$ cat config.mk
export PLATFORM = sky130hd
export DESIGN_NAME = aux_clock_out
export DESIGN_NICKNAME = d
export VERILOG_FILES = /design/src/aux_clk_pkg.sv /design/src/ref_divider.sv /design/src/aux_clock_out.sv
export SDC_FILE = /design/constraint.sdc
export NUM_CORES = 1
export LEC_CHECK = 0
export BUFFER_PORTS_ARGS = -buffer_cell sky130_fd_sc_hd__buf_4
export CAP_MARGIN = 10
export CORE_UTILIZATION = 54
export CTS_CLUSTER_DIAMETER = 120
export DETAILED_ROUTE_END_ITERATION = 12
export PLACE_DENSITY_LB_ADDON = 0.15
export SLEW_MARGIN = 20
export SYNTH_ARGS = -nofsm -noshare
export SYNTH_HDL_FRONTEND = slang
export SYNTH_SLANG_ARGS = --single-unit
$ cat constraint.sdc
create_clock -name ref_clk -period 5.5 [get_ports ref_clk]
set_input_delay 0.55 -clock ref_clk [delete_from_list [all_inputs] [get_ports ref_clk]]
set_output_delay 0.55 -clock ref_clk [all_outputs]
set_load 0.02 [all_outputs]
$ cat src/aux_clk_pkg.sv
// Constants for the auxiliary clock output and synthesizer override block
// Notes on behaviour
// RQ1: Aux output driven only while enable set
// RQ2: Aux output carries lane-derived receiver clock
// RQ3: Select 0/1/2 gives 16/32/64 UI; 3 timestamp
// RQ4: Host changes select only while disabled
// RQ5: Lane modes stop during serializer re-init
// RQ6: Override bit picks registers over pins
// RQ7: Output D select: off, div1, div2, div4
// RQ8: Pin mode: config pins set C, D
// RQ9: D clocks only while C clocks
// RQ10: Output C select: off, div1, div2, div4
// RQ11: Override bit 1 selects single-ended reference
// RQ12: Override bit 0 enables synthesizer
// RQ13: Trim register read-write, top bit reserved
// RQ14: Host avoids trim access during calibration
// RQ15: Host holds synth reset while programming
// RQ16: Reserved bits read back as written
package aux_clk_pkg;

  // ----------------------------------------------------------------------
  // Register map
  // ----------------------------------------------------------------------
  localparam logic [7:0] ADDR_AUX_CTRL  = 8'h57;
  localparam logic [7:0] ADDR_SYNTH_OVR = 8'h58;
  localparam logic [7:0] ADDR_OSC_TRIM  = 8'h59;
  localparam logic [7:0] RESET_AUX_CTRL  = 8'h00;
  localparam logic [7:0] RESET_SYNTH_OVR = 8'h00;
  localparam logic [7:0] RESET_OSC_TRIM  = 8'h00;
  localparam logic [7:0] READ_UNMAPPED   = 8'h00;

  // ----------------------------------------------------------------------
  // Field positions
  // ----------------------------------------------------------------------
  localparam int AUX_EN_BIT     = 7;
  localparam int AUX_SEL_HI     = 2;
  localparam int AUX_SEL_LO     = 0;
  localparam int OVR_EN_BIT     = 7;
  localparam int OVR_D_HI       = 5;
  localparam int OVR_D_LO       = 4;
  localparam int OVR_C_HI       = 3;
  localparam int OVR_C_LO       = 2;
  localparam int OVR_SE_BIT     = 1;
  localparam int OVR_SYNTH_BIT  = 0;
  localparam int TRIM_HI        = 6;
  localparam int TRIM_LO        = 0;

  // ----------------------------------------------------------------------
  // Encodings and counts
  // ----------------------------------------------------------------------
  localparam logic [2:0] AUX_SEL_16UI  = 3'h0;
  localparam logic [2:0] AUX_SEL_32UI  = 3'h1;
  localparam logic [2:0] AUX_SEL_64UI  = 3'h2;
  localparam logic [2:0] AUX_SEL_TSTMP = 3'h3;
  localparam logic [1:0] REF_SEL_OFF   = 2'h0;
  localparam logic [1:0] REF_SEL_DIV1  = 2'h1;
  localparam logic [1:0] REF_SEL_DIV2  = 2'h2;
  localparam logic [1:0] REF_SEL_DIV4  = 2'h3;
  // Half periods in UI ticks for the lane-derived clocks
  localparam logic [5:0] HALF_16UI = 6'h08;
  localparam logic [5:0] HALF_32UI = 6'h10;
  localparam logic [5:0] HALF_64UI = 6'h20;
  // Half periods in reference ticks for the divided outputs
  localparam logic [1:0] HALF_DIV1 = 2'h1;
  localparam logic [1:0] HALF_DIV2 = 2'h1;
  localparam logic [1:0] HALF_DIV4 = 2'h2;

endpackage

$ cat src/ref_divider.sv
// Tick-driven divided reference clock output with off/div1/div2/div4 select
`timescale 1ns/100ps
module ref_divider
  import aux_clk_pkg::*;
(
  // Clock and reset
  input  wire logic       ref_clk,
  input  wire logic       rst,
  // Control
  input  wire logic       refTick,
  input  wire logic [1:0] divSel,
  // Output
  output logic            clkOut
);

  logic [1:0] tickCnt_reg;
  logic [1:0] halfLen;

  // Half period in reference ticks for the selected division
  always_comb begin
    unique case (divSel)
      REF_SEL_DIV1: halfLen = HALF_DIV1;
      REF_SEL_DIV2: halfLen = HALF_DIV2;
      REF_SEL_DIV4: halfLen = HALF_DIV4;
      default:      halfLen = HALF_DIV1;
    endcase
  end

  // Divider: div1 follows the tick, div2 toggles per tick, div4 per 2 ticks
  always_ff @(posedge ref_clk or posedge rst) begin
    if (rst) begin
      tickCnt_reg <= 2'h0;
      clkOut      <= 1'b0;
    end else if (divSel == REF_SEL_OFF) begin
      tickCnt_reg <= 2'h0;
      clkOut      <= 1'b0;
    end else if (divSel == REF_SEL_DIV1) begin
      clkOut <= refTick;
    end else if (refTick) begin
      if (tickCnt_reg + 2'h1 >= halfLen) begin
        tickCnt_reg <= 2'h0;
        clkOut      <= ~clkOut;
      end else begin
        tickCnt_reg <= tickCnt_reg + 2'h1;
      end
    end
  end

endmodule

$ cat src/aux_clock_out.sv
// Auxiliary clock output, synthesizer pin override and trim register
`timescale 1ns/100ps
module aux_clock_out
  import aux_clk_pkg::*;
#(
  parameter int UI_CNT_W = 6
)
(
  // Clock and reset
  input  wire logic       ref_clk,
  input  wire logic       rst,
  // Register port from the serial configuration front end
  input  wire logic [7:0] regAddr,
  input  wire logic [7:0] regWrData,
  input  wire logic       regWrite,
  input  wire logic       regRead,
  output logic [7:0]      regRdData,
  // Serializer side
  input  wire logic       uiTick,
  input  wire logic       serInit,
  input  wire logic       timestampInput,
  // Auxiliary output
  output logic            auxClockOut,
  output logic            auxClockOutEn,
  // Synthesizer strap pins
  input  wire logic       synthEnablePin,
  input  wire logic       seRefSelectPin,
  input  wire logic       clockConfigPinA,
  input  wire logic       clockConfigPinB,
  // Synthesizer controls
  output logic            synthEnable,
  output logic            seRefSelect,
  // Divided reference outputs
  input  wire logic       refTick,
  output logic            refClkOutC,
  output logic            refClkOutD,
  // Calibration engine access to the trim field
  input  wire logic       calTrimWrite,
  input  wire logic [6:0] calTrimValue,
  output logic [6:0]      oscTrimValue
);

  // ----------------------------------------------------------------------
  // Storage
  // ----------------------------------------------------------------------
  logic [7:0]          auxCtrl_reg;
  logic [7:0]          synthOvr_reg;
  logic [7:0]          oscTrim_reg;
  logic [UI_CNT_W-1:0] uiCnt_reg;
  logic [UI_CNT_W-1:0] uiHalf;
  logic [1:0]          effCSel_reg;
  logic [1:0]          effDSel_reg;
  logic [1:0]          effCSel_next;
  logic [1:0]          effDSel_next;
  logic                auxEnable;
  logic [2:0]          auxSelect;
  logic                overrideOn;
  logic                laneMode;

  // Pin-mode decode of the clock configuration straps for output C
  function automatic logic [1:0] pinSelC(input logic a, input logic b);
    unique case ({b, a})
      2'h0:    pinSelC = REF_SEL_OFF;
      2'h1:    pinSelC = REF_SEL_DIV1;
      2'h2:    pinSelC = REF_SEL_DIV2;
      default: pinSelC = REF_SEL_DIV4;
    endcase
  endfunction

  // Pin-mode decode for output D: only the two upper strap codes clock it
  function automatic logic [1:0] pinSelD(input logic a, input logic b);
    unique case ({b, a})
      2'h2:    pinSelD = REF_SEL_DIV2;
      2'h3:    pinSelD = REF_SEL_DIV4;
      default: pinSelD = REF_SEL_OFF;
    endcase
  endfunction

  assign auxEnable  = auxCtrl_reg[AUX_EN_BIT];
  assign auxSelect  = auxCtrl_reg[AUX_SEL_HI:AUX_SEL_LO];
  assign overrideOn = synthOvr_reg[OVR_EN_BIT];
  assign laneMode   = (auxSelect <= AUX_SEL_64UI);

  // ----------------------------------------------------------------------
  // Register file
  // ----------------------------------------------------------------------

  // Aux control; whole byte stored so reserved bits read back
  always_ff @(posedge ref_clk or posedge rst) begin
    if (rst) begin
      auxCtrl_reg <= RESET_AUX_CTRL;
    end else if (regWrite && regAddr == ADDR_AUX_CTRL) begin
      auxCtrl_reg <= regWrData; // RQ16
    end
  end

  // Override control; whole byte stored
  always_ff @(posedge ref_clk or posedge rst) begin
    if (rst) begin
      synthOvr_reg <= RESET_SYNTH_OVR;
    end else if (regWrite && regAddr == ADDR_SYNTH_OVR) begin
      synthOvr_reg <= regWrData; // RQ16
    end
  end

  // Trim; the calibration engine wins over a host write in the same cycle
  always_ff @(posedge ref_clk or posedge rst) begin
    if (rst) begin
      oscTrim_reg <= RESET_OSC_TRIM;
    end else if (calTrimWrite) begin
      oscTrim_reg[TRIM_HI:TRIM_LO] <= calTrimValue;
    end else if (regWrite && regAddr == ADDR_OSC_TRIM) begin
      oscTrim_reg <= regWrData; // RQ13
    end
  end

  assign oscTrimValue = oscTrim_reg[TRIM_HI:TRIM_LO];

  // Read data, one cycle after the read strobe; unmapped reads give zero
  always_ff @(posedge ref_clk or posedge rst) begin
    if (rst) begin
      regRdData <= READ_UNMAPPED;
    end else if (regRead) begin
      unique case (regAddr)
        ADDR_AUX_CTRL:  regRdData <= auxCtrl_reg;
        ADDR_SYNTH_OVR: regRdData <= synthOvr_reg;
        ADDR_OSC_TRIM:  regRdData <= oscTrim_reg; // RQ13
        default:        regRdData <= READ_UNMAPPED;
      endcase
    end
  end

  // ----------------------------------------------------------------------
  // Auxiliary output
  // ----------------------------------------------------------------------

  // Half period for the selected lane clock
  always_comb begin
    unique case (auxSelect)
      AUX_SEL_16UI: uiHalf = UI_CNT_W'(HALF_16UI); // RQ3
      AUX_SEL_32UI: uiHalf = UI_CNT_W'(HALF_32UI); // RQ3
      AUX_SEL_64UI: uiHalf = UI_CNT_W'(HALF_64UI); // RQ3
      default:      uiHalf = UI_CNT_W'(HALF_16UI);
    endcase
  end

  // Buffer enable follows the enable bit
  always_ff @(posedge ref_clk or posedge rst) begin
    if (rst) begin
      auxClockOutEn <= 1'b0;
    end else begin
      auxClockOutEn <= auxEnable; // RQ1
    end
  end

  // Divider and mux; held idle while disabled or during serializer re-init in lane modes
  always_ff @(posedge ref_clk or posedge rst) begin
    if (rst) begin
      uiCnt_reg   <= '0;
      auxClockOut <= 1'b0;
    end else if (!auxEnable) begin
      uiCnt_reg   <= '0; // RQ1
      auxClockOut <= 1'b0;
    end else if (auxSelect == AUX_SEL_TSTMP) begin
      uiCnt_reg   <= '0;
      auxClockOut <= timestampInput; // RQ3
    end else if (!laneMode) begin
      uiCnt_reg   <= '0; // Reserved codes leave the output low
      auxClockOut <= 1'b0;
    end else if (serInit) begin
      uiCnt_reg   <= '0; // RQ5
      auxClockOut <= 1'b0;
    end else if (uiTick) begin
      if (uiCnt_reg + UI_CNT_W'(1) >= uiHalf) begin
        uiCnt_reg   <= '0;
        auxClockOut <= ~auxClockOut; // RQ2
      end else begin
        uiCnt_reg <= uiCnt_reg + UI_CNT_W'(1);
      end
    end
  end

  // ----------------------------------------------------------------------
  // Synthesizer override
  // ----------------------------------------------------------------------

  // Enable and reference select: register fields or strap pins
  always_ff @(posedge ref_clk or posedge rst) begin
    if (rst) begin
      synthEnable <= 1'b0;
      seRefSelect <= 1'b0;
    end else if (overrideOn) begin
      synthEnable <= synthOvr_reg[OVR_SYNTH_BIT]; // RQ12
      seRefSelect <= synthOvr_reg[OVR_SE_BIT]; // RQ11
    end else begin
      synthEnable <= synthEnablePin; // RQ6
      seRefSelect <= seRefSelectPin; // RQ6
    end
  end

  // Effective divided-reference selects; D forced off while C is off
  always_comb begin
    if (overrideOn) begin
      effCSel_next = synthOvr_reg[OVR_C_HI:OVR_C_LO]; // RQ10
      effDSel_next = synthOvr_reg[OVR_D_HI:OVR_D_LO]; // RQ7
    end else begin
      effCSel_next = pinSelC(clockConfigPinA, clockConfigPinB); // RQ8
      effDSel_next = pinSelD(clockConfigPinA, clockConfigPinB); // RQ8
    end
    if (effCSel_next == REF_SEL_OFF) begin
      effDSel_next = REF_SEL_OFF; // RQ9
    end
  end

  // Registered selects feeding the dividers
  always_ff @(posedge ref_clk or posedge rst) begin
    if (rst) begin
      effCSel_reg <= REF_SEL_OFF;
      effDSel_reg <= REF_SEL_OFF;
    end else begin
      effCSel_reg <= effCSel_next;
      effDSel_reg <= effDSel_next;
    end
  end

  // Output C divider
  ref_divider u_div_c (
    .ref_clk (ref_clk),
    .rst     (rst),
    .refTick (refTick),
    .divSel  (effCSel_reg),
    .clkOut  (refClkOutC)
  );

  // Output D divider
  ref_divider u_div_d (
    .ref_clk (ref_clk),
    .rst     (rst),
    .refTick (refTick),
    .divSel  (effDSel_reg),
    .clkOut  (refClkOutD)
  );
endmodule

==> run_results.csv <==
group,metric,value,unit
status,status,"complete, no violations",
logic_synthesis,synth_cells,249,
timing,hold_violations,0,
placement,io_buffers,56,
clocking,cts_resized,0,
logic_synthesis,ys_ff_latch,52,
logic_synthesis,avgSynthCellArea,11.03,um^2
logic_synthesis,yosysTopAreaCellShare,0.4738,
placement,globalplace.congestion,0.8462,
power_and_ir_drop,p_per_area,233.2,nW/um^2
global_routing,grt_pass1_vias,1909,
timing,maxSlewHeadroom,0.4204,
power_and_ir_drop,power_frac_seq,0.555,
clocking,postCtsSetupBuffers,0,
timing,fin_ws,3011,ps
floorplan,die_y,73.32,um
route,vias,2041,
finish,fin_nets,343,
timing,clock_skew,2.886,ps
logic_synthesis,synthTopCellsByCount,"dfrtp_1, nand2_1, o21ai_1",
clocking,cts_tree,"built",
setup_path,setup.worst_path.class,"reg2reg",
timing,finalCritPeriodShare,0.4526,
finish,layout-drive-gt1-share,0.2676,
floorplan,core_area,4817,um^2
global_routing,grt_pass1_wl,8997,um
timing,slew_violations,0,
floorplan,ioPinCount,57,
logic_synthesis,ys_types,42,
route,antenna_left,0,
power_and_ir_drop,max-vdd-ir-drop,0.1413,mV
setup_path,endpoint,"uiCnt_reg[4]",
logic_synthesis,synth_top_area_cell,"dfrtp_1",
clocking,clock-root-buffer,"clkbuf_8",
floorplan,row_count,25,
logic_synthesis,yosysSeqAreaShare,0.4738,
flow_run,drv_cap,0,
timing,fin_hold_ws,396.9,ps
setup_path,worstSetupStartpointType,"flip-flop",
setup_path,crit_start,"uiCnt_reg[0]",
clocking,cts_sinks,52,
setup_path,ff2ff_path_depth,9,
global_routing,antenna_found_initial,0,
route,drc,0,
timing,fin_tns_setup,0,ps
clocking,cts_buffers,5,
placement,dpl_worst_slack,3041,ps
finish,final_area,3236,um^2
finish,antenna_cells,0,
floorplan,initial_core_util,0.5701,
clocking,clk_latency,300,ps
placement,hpwl,3930,um
floorplan,fp.dieW,73.32,um
route,firstDrtPassIters,4,
logic_synthesis,synth_nets,294,
setup_path,cp-end-kind,"flip-flop",
floorplan,dieArea,5375,um^2
setup_path,r2r_start,"uiCnt_reg[0]",
clocking,cts_max_path_buffers,2,
logic_synthesis,synth_area,2746,um^2
global_routing,grt_max_degree,53,
timing,max_freq,401.7,MHz
power_and_ir_drop,p_leak,0.001605,uW
logic_synthesis,synthTopCellsByArea,"dfrtp_1, mux2_4, nand2_1",
setup_path,crit_fanout,6,
timing,tightestPinTransition,868.4,ps
timing,setup_viol,0,
setup_path,r2r_end,"uiCnt_reg[4]",
finish,syn_to_final_growth,17.81,%
route,wl,5356,um
logic_synthesis,synth-edff-count,0,
clocking,path_clk_slew,90,ps
placement,postPlaceCellArea,3144,um^2
power_and_ir_drop,power_switching_share,0.2596,
setup_path,worstPathRequired,5730,ps
global_routing,overflow,0,
setup_path,arrival,2710,ps
power_and_ir_drop,p_int,558.7,uW
route,drtIter0Drc,75,
timing,min_period,2489,ps
logic_synthesis,yosys_warnings,0,
logic_synthesis,synth_most_common_cell,"dfrtp_1",
logic_synthesis,synth_ff_type,"dfrtp_1",
min_path,hold_class,"in2async",
power_and_ir_drop,clkPwrFrac,0.293,
clocking,ctsHoldBuffers,0,
power_and_ir_drop,power.switching,195.9,uW
route,post_drt_wl_per_cell,14.63,um
setup_path,reg2reg_slack,3010,ps
global_routing,grt_usage,0.2217,
route,vias_per_cell,5.577,
clocking,cts.htree.levels,2,
power_and_ir_drop,combPwrFrac,0.152,
timing,rsz0062_at_grt,"false",
logic_synthesis,async_flop_share,1.000,
## cell usage in the layout (no fill, tap or decap), types with 7 or more instances in the layout
cell     synthesis  routed
buf_4            8      56
o21ai_1         14      14
mux2_1           9       9
mux2_4           8       8
mux2i_1          7       7
inv_1            8       7
nor2_1          10      10
nand2_1         31      31
dfrtp_1         52      52
a221o_1          9       9
nor2b_1         10      10
ha_1             9       9
## area by class of cell
class / instances / area, um^2
Fill cell: 401 / 1582
Multi-Input combinational cell: 175 / 1309
Sequential cell: 52 / 1301
Timing Repair Buffer: 56 / 420.4
Clock buffer: 8 / 90.09
Tap cell: 67 / 83.83
Inverter: 8 / 31.28
## worst max-delay path: stages, from the launching register on
cell	delay, ps
dfrtp_1	440
and3_1	200
nand3_1	80
xor2_1	180
inv_1	60
ha_1	320
nor2b_1	140
a221oi_1	450
nand4_1	320
o21ai_1	220
## worst min path at each step
stage | endpoint | depth (start not counted) | slack (ps)
2_1_floorplan | auxClockOutEn | 0 | 410
4_1_cts | oscTrim_reg[2] | 3 | 440
3_3_place_gp | auxClockOutEn | 0 | 460
5_1_grt | seRefSelect | 2 | 460
6_report | auxClockOut | 2 | 400
3_5_place_dp | auxClockOutEn | 0 | 460
## power groups by stage
| stage | clock, uW | sequential (uW) | combinational, uW |
|---|---|---|---|
| after global placement | 0 | 425 | 112 |
| after detailed placement | 0 | 426 | 116 |
| after floorplan | 0 | 425 | 69.9 |
| after CTS | 230 | 419 | 116 |
| final | 221 | 419 | 115 |
| after global routing | 242 | 422 | 127 |
## cell families after synthesis
logic type / after synthesis / share of synthesized area
flops: 52 / 0.4738
xor+xnor: 5 / 0.01594
buf+inv: 22 / 0.04966
compound gates: 46 / 0.1175
fa+ha+maj: 9 / 0.04100
simple gates: 88 / 0.1836
mux: 27 / 0.1185
## metrics by stage
step | power, uW | std cells | utilization
final | 754.6 | 366 | 0.6717
after global placement | 537.4 | 358 | 0.6527
after global routing | 791.4 | 366 | 0.6717
after detailed placement | 541.9 | 358 | 0.6527
after CTS | 764.6 | 366 | 0.6714
after floorplan | 494.8 | 249 | -
## per-layer routing
| metal | GRT usage | wire [um] | share of wire |
|---|---|---|---|
| met4 | 0.08547 | 75 | 0.014 |
| met2 | 0.3580 | 2649 | 0.49 |
| met1 | 0.2964 | 2371 | 0.44 |
| met3 | 0.04390 | 260 | 0.049 |
| met5 | 0 | 0 | 0 |
No activity file was read; power rests on OpenSTA's default activity.
